<file path="src/fsc_pkg.sv">
// Summary of operation
// read-mode bit: 0 single reads, 1 page
// host writes zeros to reserved config bits
// status output mode holds until reconfigured/reset
// default status output is ready/busy level
// configuration command, then code next write
// code bit0 erase pulse, bit1 program pulse
// code zero restores ready/busy level mode
// configure only when idle, not suspended; the host checks only the status ready bit (bit 7)
// read ready flag before configuring
// invalid code sets both error flags
// pulse modes give one ~250 ns low pulse
// reset pin low: device off, outputs floating
// after reset device uses page read mode
// reset during program/erase aborts it
// status and identifier reads are single reads
// one pulse per enabled finished operation
`default_nettype none
package fsc_pkg;
    localparam int CLK_PERIOD_NS = 4;
    localparam int T_WP_NS = 70;
    localparam int T_WPH_NS = 30;
    localparam int T_ACC_NS = 150;
    localparam int T_OFF_NS = 15;
    localparam int T_RST_LOW_NS = 35000;
    localparam int T_RST_REC_NS = 1000;
    localparam int WP_CYC = (T_WP_NS + CLK_PERIOD_NS - 1) / CLK_PERIOD_NS;
    localparam int WPH_CYC = (T_WPH_NS + CLK_PERIOD_NS - 1) / CLK_PERIOD_NS;
    localparam int ACC_CYC = (T_ACC_NS + CLK_PERIOD_NS - 1) / CLK_PERIOD_NS;
    localparam int OFF_CYC = (T_OFF_NS + CLK_PERIOD_NS - 1) / CLK_PERIOD_NS;
    localparam int RST_LOW_CYC = (T_RST_LOW_NS + CLK_PERIOD_NS - 1) / CLK_PERIOD_NS;
    localparam int RST_REC_CYC = (T_RST_REC_NS + CLK_PERIOD_NS - 1) / CLK_PERIOD_NS;
    localparam int CNT_W = 16;

    localparam int ADDR_W = 24;
    localparam int DQ_W = 16;
    localparam int APB_ADDR_W = 8;
    localparam int CMD_W = 8;

    localparam logic [APB_ADDR_W-1:0] REG_CTRL = 8'h00;
    localparam logic [APB_ADDR_W-1:0] REG_ADDR = 8'h04;
    localparam logic [APB_ADDR_W-1:0] REG_WDATA = 8'h08;
    localparam logic [APB_ADDR_W-1:0] REG_CMD = 8'h0C;
    localparam logic [APB_ADDR_W-1:0] REG_RDATA = 8'h10;
    localparam logic [APB_ADDR_W-1:0] REG_STAT = 8'h14;
    localparam logic [APB_ADDR_W-1:0] REG_IRQ_STAT = 8'h18;
    localparam logic [APB_ADDR_W-1:0] REG_IRQ_MASK = 8'h1C;
    localparam logic [APB_ADDR_W-1:0] REG_RDCFG = 8'h20;

    localparam logic [31:0] CMD_RESET = 32'h0000_0000;
    localparam int CMD_STAT_LSB = 0;
    localparam int CMD_CFG_LSB = 8;
    localparam int CMD_RDCFG_SETUP_LSB = 16;
    localparam int CMD_RDCFG_CONF_LSB = 24;
    localparam int OP_W = 3;

    localparam int SR_PGM_ERR_BIT = 4;
    localparam int SR_ERS_ERR_BIT = 5;
    localparam int SR_READY_BIT = 7;
    localparam int RDCFG_PAGE_BIT = 16;
    localparam int PIN_MODE_W = 2;
    localparam logic [PIN_MODE_W-1:0] PIN_LEVEL_MODE = 2'h0;

    localparam int STAT_BUSY = 0;
    localparam int STAT_PIN_LVL = 1;
    localparam int STAT_MODE_LSB = 2;
    localparam int STAT_PAGE = 4;
    localparam int STAT_PLEN_LSB = 8;
    localparam int PLEN_W = 8;

    localparam int IRQ_DONE = 0;
    localparam int IRQ_REFUSED = 1;
    localparam int IRQ_CFG_ERR = 2;
    localparam int IRQ_COMPLETE = 3;
    localparam int IRQ_ABORT = 4;
    localparam int IRQ_W = 5;

    typedef enum logic [OP_W-1:0] {
        OP_CFG_PIN, OP_SET_RDCFG, OP_RESET, OP_WRITE, OP_READ
    } fsc_op_t;

    typedef struct packed {
        logic ce_n;
        logic oe_n;
        logic we_n;
        logic dq_oe;
        logic [ADDR_W-1:0] addr;
        logic [DQ_W-1:0] dq;
    } fsc_pins_t;

    typedef struct packed {
        logic is_read;
        logic [ADDR_W-1:0] addr;
        logic [DQ_W-1:0] data;
    } fsc_req_t;

    localparam fsc_pins_t PINS_IDLE = '{ce_n: 1'b1, oe_n: 1'b1, we_n: 1'b1,
        dq_oe: 1'b0, addr: '0, dq: '0};
endpackage : fsc_pkg
`default_nettype wire

</file>
<file path="src/fsc_cycle.sv">
`timescale 1ns/1ps
`default_nettype none
module fsc_cycle import fsc_pkg::*; #(
    parameter int WP_C = WP_CYC,
    parameter int WPH_C = WPH_CYC,
    parameter int ACC_C = ACC_CYC,
    parameter int OFF_C = OFF_CYC
) (
    input wire logic ref_clk_in,
    input wire logic rst_in,
    input wire logic req_valid_in,
    input wire fsc_req_t req_in,
    input wire logic [DQ_W-1:0] dq_in,
    output fsc_pins_t pins_out,
    output logic done_out,
    output logic [DQ_W-1:0] rdata_out
);
    typedef enum logic [1:0] {C_IDLE, C_PULSE, C_HOLD} fsc_cyc_t;
    fsc_cyc_t state_ff;
    logic rd_ff;
    logic [CNT_W-1:0] cnt_ff;

    wire cnt_zero = (cnt_ff == '0);

    // single read cycles only: page bursts would break status reads
    always_ff @(posedge ref_clk_in or posedge rst_in) begin
        if (rst_in) begin
            state_ff <= C_IDLE;
            pins_out <= PINS_IDLE;
            rd_ff <= 1'b0;
            cnt_ff <= '0;
            done_out <= 1'b0;
            rdata_out <= '0;
        end else begin
            done_out <= 1'b0;
            unique case (state_ff)
                C_IDLE: if (req_valid_in) begin
                    pins_out.addr <= req_in.addr;
                    pins_out.ce_n <= 1'b0;
                    pins_out.oe_n <= ~req_in.is_read;
                    pins_out.we_n <= req_in.is_read;
                    pins_out.dq <= req_in.data;
                    pins_out.dq_oe <= ~req_in.is_read;
                    rd_ff <= req_in.is_read;
                    cnt_ff <= req_in.is_read ? CNT_W'(ACC_C - 1) : CNT_W'(WP_C - 1);
                    state_ff <= C_PULSE;
                end
                C_PULSE: if (cnt_zero) begin
                    pins_out.ce_n <= 1'b1;
                    pins_out.oe_n <= 1'b1;
                    pins_out.we_n <= 1'b1;
                    if (rd_ff) begin
                        rdata_out <= dq_in;
                    end
                    cnt_ff <= rd_ff ? CNT_W'(OFF_C - 1) : CNT_W'(WPH_C - 1);
                    state_ff <= C_HOLD;
                end else begin
                    cnt_ff <= cnt_ff - 1'b1;
                end
                // data held past the rising strobe, released with the gap
                C_HOLD: if (cnt_zero) begin
                    pins_out.dq_oe <= 1'b0;
                    done_out <= 1'b1;
                    state_ff <= C_IDLE;
                end else begin
                    cnt_ff <= cnt_ff - 1'b1;
                end
            endcase
        end
    end
endmodule : fsc_cycle
`default_nettype wire

</file>
<file path="src/fsc_host.sv">
`timescale 1ns/1ps
`default_nettype none
module fsc_host import fsc_pkg::*; #(
    parameter int RST_LOW_C = RST_LOW_CYC,
    parameter int RST_REC_C = RST_REC_CYC
) (
    input wire logic ref_clk_in,
    input wire logic rst_in,
    input wire logic psel_in,
    input wire logic penable_in,
    input wire logic pwrite_in,
    input wire logic [APB_ADDR_W-1:0] paddr_in,
    input wire logic [31:0] pwdata_in,
    output logic [31:0] prdata_out,
    output logic pready_out,
    output logic pslverr_out,
    output logic irq_out,
    output fsc_pins_t flash_pins_out,
    input wire logic [DQ_W-1:0] flash_dq_in,
    output logic reset_powerdown_n_out,
    input wire logic ready_event_output_in
);
    typedef enum logic [3:0] {
        M_IDLE, M_PRE_CMD, M_PRE_RD, M_CFG_CMD, M_CFG_CODE, M_POST_CMD, M_POST_RD,
        M_RDCFG_SETUP, M_RDCFG_CONF, M_WR, M_RD, M_RST_LOW, M_RST_REC
    } fsc_state_t;

    fsc_state_t state_ff, nxt_state;
    logic issued_ff;
    logic [CNT_W-1:0] cnt_ff;
    logic [ADDR_W-1:0] addr_ff;
    logic [31:0] wdata_ff;
    logic [31:0] cmd_ff;
    logic rdcfg_page_ff;
    logic page_mirror_ff;
    logic [PIN_MODE_W-1:0] pin_mode_ff;
    logic [IRQ_W-1:0] irq_stat_ff;
    logic [IRQ_W-1:0] irq_mask_ff;
    logic pin_prev_ff;
    logic [PLEN_W-1:0] low_cnt_ff;
    logic [PLEN_W-1:0] pulse_len_ff;
    logic eng_done;
    logic [DQ_W-1:0] eng_rdata;
    fsc_req_t eng_req;

    // apb: answer one cycle into the access phase, commit on the completing edge
    wire apb_acc = psel_in & penable_in & ~pready_out;
    wire apb_done = psel_in & penable_in & pready_out;
    wire apb_wr = apb_done & pwrite_in;
    wire sel_ctrl = (paddr_in == REG_CTRL);
    wire sel_addr = (paddr_in == REG_ADDR);
    wire sel_wdata = (paddr_in == REG_WDATA);
    wire sel_cmd = (paddr_in == REG_CMD);
    wire sel_rdata = (paddr_in == REG_RDATA);
    wire sel_stat = (paddr_in == REG_STAT);
    wire sel_irq_stat = (paddr_in == REG_IRQ_STAT);
    wire sel_irq_mask = (paddr_in == REG_IRQ_MASK);
    wire sel_rdcfg = (paddr_in == REG_RDCFG);
    wire addr_hit = sel_ctrl | sel_addr | sel_wdata | sel_cmd | sel_rdata | sel_stat
        | sel_irq_stat | sel_irq_mask | sel_rdcfg;

    wire busy = (state_ff != M_IDLE);
    wire [31:0] stat_word = {16'h0000, pulse_len_ff, 3'h0, page_mirror_ff, pin_mode_ff,
        ready_event_output_in, busy};
    wire [31:0] rd_mux = sel_ctrl ? 32'(state_ff) :
        sel_addr ? 32'(addr_ff) :
        sel_wdata ? wdata_ff :
        sel_cmd ? cmd_ff :
        sel_rdata ? 32'(eng_rdata) :
        sel_stat ? stat_word :
        sel_irq_stat ? 32'(irq_stat_ff) :
        sel_irq_mask ? 32'(irq_mask_ff) :
        sel_rdcfg ? 32'(rdcfg_page_ff) : 32'h0000_0000;

    // a start while busy is dropped; software polls the busy bit first
    wire op_start = apb_wr & sel_ctrl & ~busy;
    wire [OP_W-1:0] op_code = pwdata_in[OP_W-1:0];

    // engine requests: one per bus state, re-armed by the engine's done
    wire bus_state = busy & (state_ff != M_RST_LOW) & (state_ff != M_RST_REC);
    wire req_valid = bus_state & ~issued_ff;
    wire is_rd = (state_ff == M_PRE_RD) | (state_ff == M_POST_RD) | (state_ff == M_RD);
    wire is_rdcfg = (state_ff == M_RDCFG_SETUP) | (state_ff == M_RDCFG_CONF);
    wire [ADDR_W-1:0] rdcfg_addr = ADDR_W'(rdcfg_page_ff) << RDCFG_PAGE_BIT;
    wire [DQ_W-1:0] stat_cmd = DQ_W'(cmd_ff[CMD_STAT_LSB +: CMD_W]);
    wire [DQ_W-1:0] cfg_cmd = DQ_W'(cmd_ff[CMD_CFG_LSB +: CMD_W]);
    wire [DQ_W-1:0] rdcfg_setup = DQ_W'(cmd_ff[CMD_RDCFG_SETUP_LSB +: CMD_W]);
    wire [DQ_W-1:0] rdcfg_conf = DQ_W'(cmd_ff[CMD_RDCFG_CONF_LSB +: CMD_W]);
    wire pre_post_cmd = (state_ff == M_PRE_CMD) | (state_ff == M_POST_CMD);
    assign eng_req.is_read = is_rd;
    assign eng_req.addr = is_rdcfg ? rdcfg_addr : addr_ff;
    assign eng_req.data = pre_post_cmd ? stat_cmd :
        (state_ff == M_CFG_CMD) ? cfg_cmd :
        (state_ff == M_CFG_CODE) ? wdata_ff[DQ_W-1:0] :
        (state_ff == M_RDCFG_SETUP) ? rdcfg_setup :
        (state_ff == M_RDCFG_CONF) ? rdcfg_conf : wdata_ff[DQ_W-1:0];

    fsc_cycle u_cycle (
        .ref_clk_in(ref_clk_in),
        .rst_in(rst_in),
        .req_valid_in(req_valid),
        .req_in(eng_req),
        .dq_in(flash_dq_in),
        .pins_out(flash_pins_out),
        .done_out(eng_done),
        .rdata_out(eng_rdata)
    );

    wire dev_ready = eng_rdata[SR_READY_BIT];
    wire both_err = eng_rdata[SR_PGM_ERR_BIT] & eng_rdata[SR_ERS_ERR_BIT];
    wire pre_done = (state_ff == M_PRE_RD) & eng_done;
    wire post_done = (state_ff == M_POST_RD) & eng_done;
    wire rst_done = (state_ff == M_RST_REC) & (cnt_ff == '0);
    wire cnt_zero = (cnt_ff == '0);

    always_comb begin
        nxt_state = state_ff;
        unique case (state_ff)
            M_IDLE: if (op_start) begin
                unique case (op_code)
                    OP_CFG_PIN: nxt_state = M_PRE_CMD;
                    OP_SET_RDCFG: nxt_state = M_RDCFG_SETUP;
                    OP_RESET: nxt_state = M_RST_LOW;
                    OP_WRITE: nxt_state = M_WR;
                    OP_READ: nxt_state = M_RD;
                    default: nxt_state = M_IDLE;
                endcase
            end
            M_PRE_CMD: if (eng_done) nxt_state = M_PRE_RD;
            // configure only from an idle machine, seen in the status read
            M_PRE_RD: if (eng_done) nxt_state = dev_ready ? M_CFG_CMD : M_IDLE;
            M_CFG_CMD: if (eng_done) nxt_state = M_CFG_CODE;
            M_CFG_CODE: if (eng_done) nxt_state = M_POST_CMD;
            M_POST_CMD: if (eng_done) nxt_state = M_POST_RD;
            M_POST_RD: if (eng_done) nxt_state = M_IDLE;
            M_RDCFG_SETUP: if (eng_done) nxt_state = M_RDCFG_CONF;
            M_RDCFG_CONF, M_WR, M_RD: if (eng_done) nxt_state = M_IDLE;
            M_RST_LOW: if (cnt_zero) nxt_state = M_RST_REC;
            M_RST_REC: if (cnt_zero) nxt_state = M_IDLE;
        endcase
    end

    wire enter_low = (state_ff != M_RST_LOW) & (nxt_state == M_RST_LOW);
    wire enter_rec = (state_ff == M_RST_LOW) & (nxt_state == M_RST_REC);
    wire [CNT_W-1:0] nxt_cnt = enter_low ? CNT_W'(RST_LOW_C - 1) :
        enter_rec ? CNT_W'(RST_REC_C - 1) :
        cnt_zero ? cnt_ff : cnt_ff - 1'b1;

    // status pin: rising edge ends a busy level or a completion pulse
    wire pin_rise = ready_event_output_in & ~pin_prev_ff & reset_powerdown_n_out;
    wire pulse_mode = (pin_mode_ff != PIN_LEVEL_MODE);
    wire [PLEN_W-1:0] nxt_low_cnt = ready_event_output_in ? '0 :
        (&low_cnt_ff) ? low_cnt_ff : low_cnt_ff + 1'b1;

    // busy level on the pin at reset start (level mode only) means the running operation is lost
    wire abort_evt = enter_low & ~ready_event_output_in & ~pulse_mode;
    wire [IRQ_W-1:0] irq_set;
    assign irq_set[IRQ_DONE] = busy & (nxt_state == M_IDLE);
    assign irq_set[IRQ_REFUSED] = pre_done & ~dev_ready;
    assign irq_set[IRQ_CFG_ERR] = post_done & both_err;
    assign irq_set[IRQ_COMPLETE] = pin_rise;
    assign irq_set[IRQ_ABORT] = abort_evt;
    // clear only what the read returned, so a same-edge set survives
    wire [IRQ_W-1:0] irq_clr = (apb_done & ~pwrite_in & sel_irq_stat) ?
        prdata_out[IRQ_W-1:0] : '0;
    wire [IRQ_W-1:0] nxt_irq_stat = (irq_stat_ff & ~irq_clr) | irq_set;

    // mode mirror: valid code kept until next accepted code or reset
    wire [PIN_MODE_W-1:0] nxt_pin_mode = rst_done ? PIN_LEVEL_MODE :
        (post_done & ~both_err) ? wdata_ff[PIN_MODE_W-1:0] : pin_mode_ff;
    wire nxt_page_mirror = rst_done ? 1'b1 :
        ((state_ff == M_RDCFG_CONF) & eng_done) ? rdcfg_page_ff : page_mirror_ff;

    always_ff @(posedge ref_clk_in or posedge rst_in) begin
        if (rst_in) begin
            pready_out <= 1'b0;
            pslverr_out <= 1'b0;
            prdata_out <= '0;
        end else begin
            pready_out <= apb_acc;
            pslverr_out <= apb_acc & ~addr_hit;
            prdata_out <= apb_acc ? rd_mux : '0;
        end
    end

    always_ff @(posedge ref_clk_in or posedge rst_in) begin
        if (rst_in) begin
            addr_ff <= '0;
            wdata_ff <= '0;
            cmd_ff <= CMD_RESET;
            rdcfg_page_ff <= 1'b0;
            irq_mask_ff <= '0;
        end else begin
            if (apb_wr & sel_addr) addr_ff <= pwdata_in[ADDR_W-1:0];
            if (apb_wr & sel_wdata & ~busy) wdata_ff <= pwdata_in;
            if (apb_wr & sel_cmd) cmd_ff <= pwdata_in;
            if (apb_wr & sel_rdcfg) rdcfg_page_ff <= pwdata_in[0];
            if (apb_wr & sel_irq_mask) irq_mask_ff <= pwdata_in[IRQ_W-1:0];
        end
    end

    always_ff @(posedge ref_clk_in or posedge rst_in) begin
        if (rst_in) begin
            state_ff <= M_IDLE;
            issued_ff <= 1'b0;
            cnt_ff <= '0;
            reset_powerdown_n_out <= 1'b1;
            pin_mode_ff <= PIN_LEVEL_MODE;
            page_mirror_ff <= 1'b1;
        end else begin
            state_ff <= nxt_state;
            issued_ff <= (issued_ff | req_valid) & ~eng_done;
            cnt_ff <= nxt_cnt;
            reset_powerdown_n_out <= (nxt_state != M_RST_LOW);
            pin_mode_ff <= nxt_pin_mode;
            page_mirror_ff <= nxt_page_mirror;
        end
    end

    always_ff @(posedge ref_clk_in or posedge rst_in) begin
        if (rst_in) begin
            irq_stat_ff <= '0;
            irq_out <= 1'b0;
            pin_prev_ff <= 1'b1;
            low_cnt_ff <= '0;
            pulse_len_ff <= '0;
        end else begin
            irq_stat_ff <= nxt_irq_stat;
            irq_out <= |(nxt_irq_stat & irq_mask_ff);
            pin_prev_ff <= ready_event_output_in;
            low_cnt_ff <= nxt_low_cnt;
            if (pin_rise & pulse_mode) pulse_len_ff <= low_cnt_ff;
        end
    end

    wire was_pre_rd = (state_ff == M_PRE_RD);
    wire in_cfg_cmd = (state_ff == M_CFG_CMD);
endmodule : fsc_host
`default_nettype wire

</file>
<file path="config.mk">
export PLATFORM = sky130hd
export DESIGN_NAME = fsc_host
export DESIGN_NICKNAME = d
export VERILOG_FILES = /design/src/fsc_pkg.sv /design/src/fsc_cycle.sv /design/src/fsc_host.sv
export SDC_FILE = /design/constraint.sdc
export NUM_CORES = 1
export LEC_CHECK = 0
export ABC_CLOCK_PERIOD_IN_PS = 11300
export BUFFER_PORTS_ARGS = -buffer_cell sky130_fd_sc_hd__clkbuf_2
export CORE_ASPECT_RATIO = 1.5
export CORE_UTILIZATION = 45
export CTS_CLUSTER_DIAMETER = 40
export DETAILED_ROUTE_END_ITERATION = 12
export GPL_TIMING_DRIVEN = 0
export PLACE_DENSITY = 0.66
export SYNTH_ARGS = -nofsm -noshare
export SYNTH_HDL_FRONTEND = slang
export SYNTH_SLANG_ARGS = --single-unit
</file>
<file path="constraint.sdc">
create_clock -name ref_clk_in -period 11.3 [get_ports ref_clk_in]
set_input_delay 2.26 -clock ref_clk_in [delete_from_list [all_inputs] [get_ports ref_clk_in]]
set_output_delay 2.26 -clock ref_clk_in [all_outputs]
set_load 0.1 [all_outputs]
</file>
==> results.json <==
{
  "outcome": "completed",
  "syn_nets": 1192,
  "yosysTopAreaCell": "dfrtp_1",
  "drt-initial-drc-count": 705,
  "fin_crit_ns": 4.51,
  "grt_pass1_wl_um": 54300,
  "place_ws_ns": 6.24,
  "post_drt_wl_per_cell_um": 20.9,
  "vias": 9553,
  "rr_startpoint": "state_ff[0]$_DFF_PP0_",
  "drtAntennaViolNets": 0,
  "synth_fa_ha_area_frac": 0.00625,
  "num_io_pins": 142,
  "viasPerCell": 5.77,
  "drt_wl_total_um": 34600,
  "synth_flop_cell": "dfrtp_1",
  "end_kind": "flip-flop",
  "grt_max_degree": 95,
  "path_cells": "clkbuf_2 -> or4_4 -> nor4_1 -> and2_1 -> clkbuf_1 -> nand2_1 -> buf_2 -> mux2_2",
  "portBuffers": 141,
  "finalSetupViolations": 0,
  "design.die.area_um2": 27400,
  "muxShareOfSynthArea": 0.141,
  "ir_drop_v": 0.000158,
  "ys_top_cells_by_area": "dfrtp_1 52%, mux2_2 12%, nand2_1 4.1%, o21ai_0 3.5%, nor2_1 3.2%",
  "fin_crit_sh": 0.399,
  "yosys.area_share.simple": 0.140,
  "setup_ws_ns": 6.79,
  "switching_power_uw": 829,
  "row_count": 72,
  "reg2reg_to": "wdata_ff[6]$_DFFE_PP0P_",
  "combPwrFrac": 0.208,
  "rsz0062_at_grt": "no",
  "worstPathArrival_ns": 4.95,
  "critical_path_peak_fanout": 10,
  "place_inst": 1600,
  "first_global_vias": 9613,
  "slew_violations": 0,
  "yosys_warnings": 0,
  "synth_edf_count": 0,
  "dpl-instance-area_um2": 13200,
  "clock-sinks": 256,
  "finish.instance_area_um2": 14200,
  "final_nets": 1367,
  "syn_area_um2": 12000,
  "hp-class": "reg2reg",
  "synth_xor_area_frac": 0.0139,
  "intPower_mw": 1.66,
  "crit_path_end": "addr_ff[10]$_DFFE_PP0P_",
  "die_h_um": 202,
  "relSlewSlack": 0.276,
  "post-route-util": 0.547,
  "fin_hold_ws_ns": 0.484,
  "slowest_stage": "or4_4",
  "htreeDepth": 1,
  "antennaDiodeCount": 0,
  "maxClockFrequency_mhz": 222,
  "finalHoldViolations": 0,
  "drc": 0,
  "die_w_um": 135,
  "start_kind": "input pin",
  "worstSetupPathType": "in2reg",
  "cts_tree": "done",
  "drt_first_pass_iters": 5,
  "ys_async_sr_fraction": 1.00,
  "dp_hpwl_um": 25700,
  "cp.required_ns": 11.75,
  "clock_path_buffers": 3,
  "start_util": 0.461,
  "synthTopCellsByCount": "250 x dfrtp_1, 130 x nand2_1, 128 x mux2_2, 101 x nor2_1, 83 x o21ai_0",
  "ys_types": 71,
  "clkPwrFrac": 0.395,
  "crit_start": "paddr_in[5]",
  "syn2layout_area_growth_pct": 18.5,
  "skew_ns": 0.0134,
  "synth_compound_area_frac": 0.136,
  "regToRegSetupSlack_ns": 7.75,
  "grt_overflow_total": 0,
  "synth_top_cell_area_share": 0.521,
  "setup_tns_ns": 0,
  "drive_gt1_frac": 0.280,
  "ys_ff_latch": 256,
  "r2r_cells": 6,
  "final-instance-count-excl-fill": 1656,
  "avgSynthCellArea_um2": 10.7,
  "maxCapViolCount": 0,
  "fillers": 2321,
  "ys_seq_area_frac": 0.534,
  "grt_antenna_before_repair": 0,
  "routabilityCongestion": 0.891,
  "syn_inst": 1124,
  "cts_made_buffers": 30,
  "swShare": 0.332,
  "synth_most_common_cell": "dfrtp_1",
  "cts_resized": 0,
  "slowest_delay_ns": 0.58,
  "worst_pin_slew_ns": 1.08,
  "grtUsageTotal": 0.259,
  "powerDensity_nw_per_um2": 175,
  "p_total_mw": 2.49,
  "core_um2": 26000,
  "clock_latency_ns": 0.56,
  "holdBufCountCts": 0,
  "post_cts.repair.setup_buffers": 0,
  "sequentialPowerShare": 0.397,
  "cts-root-buf": "clkbuf_16",
  "clk_pin_slew_worst_paths_ns": 0.07,
  "synth_top_family_by_area": "multiplexers",
  "power.leakage_nw": 6.75
}
## critical path, delay by kind of cell
kind                   cells  cell delay, ns
AND/OR/NAND/NOR            4            1.56
buffers and inverters      3            0.82
multiplexers               1            0.30
## registers in the layout (all words and copies together) (netlist names), 2 cells and up
signal	cells
u_cycle.pins_out	44
cmd_ff	32
prdata_out	32
wdata_ff	32
addr_ff	24
cnt_ff	16
u_cycle.cnt_ff	16
u_cycle.rdata_out	16
low_cnt_ff	8
pulse_len_ff	8
irq_mask_ff	5
irq_stat_ff	5
state_ff	4
pin_mode_ff	2
u_cycle.state_ff	2
## placed cells by master, fill, tap and decap left out, drive strengths merged, types with 8 or more instances in the layout
cell,instances
nor2,101
o21ai,86
clkbuf,219
nand2,130
mux2,129
nand3,16
a22oi,13
a211o,12
a22o,12
a211oi,10
buf,24
dfrtp,250
clkinv,8
inv,26
mux2i,24
nor3,17
xor2,12
a21oi,69
nor2b,12
nor4,17
or2,8
## routing by layer
metal,part of all wire,track usage,up-vias
li1,-,-,4388
met1,0.39,0.315,4779
met2,0.51,0.444,297
met3,0.046,0.0298,89
met4,0.054,0.145,0
met5,0,0,-
## layout make-up
cell class,count,area (µm²),share of cell area
well taps,333,417,0.0293
flip-flops and latches,256,6410,0.451
clock inverters,21,205,0.0144
multi-input cells,786,5250,0.369
clock buffers,35,831,0.0584
repair buffers,143,761,0.0535
plain buffers,65,284,0.0200
inverters,17,71.3,0.00501
## worst min path at each step
stage          cells past startpoint                          endpoint                              from
2_1_floorplan                      1     u_cycle.cnt_ff[7]$_DFFE_PP0P_     u_cycle.cnt_ff[7]$_DFFE_PP0P_
3_3_place_gp                       1          wdata_ff[24]$_DFFE_PP0P_          wdata_ff[24]$_DFFE_PP0P_
3_5_place_dp                       2  u_cycle.pins_out[30]$_DFFE_PP0P_  u_cycle.pins_out[30]$_DFFE_PP0P_
4_1_cts                            2  u_cycle.pins_out[30]$_DFFE_PP0P_  u_cycle.pins_out[30]$_DFFE_PP0P_
5_1_grt                            1     u_cycle.cnt_ff[7]$_DFFE_PP0P_     u_cycle.cnt_ff[7]$_DFFE_PP0P_
6_report                           2  u_cycle.pins_out[27]$_DFFE_PP0P_  u_cycle.pins_out[27]$_DFFE_PP0P_
## cells by family after synthesis
| family | Yosys count |
|---|---|
| compound gates | 258 |
| xor+xnor | 19 |
| fa+ha+maj | 6 |
| buf+inv | 82 |
| flops | 256 |
| mux | 153 |
| simple gates | 350 |
## power groups by stage
stage,Sequential [mW],Combinational (mW),Clock (mW)
after global placement,1.01,0.505,0
after floorplan,1.04,0.340,0
after global routing,0.996,0.570,1.04
after CTS,0.990,0.516,0.998
after detailed placement,1.01,0.514,0
final,0.991,0.518,0.984
Note: power is estimated with default switching activity, not from simulation.
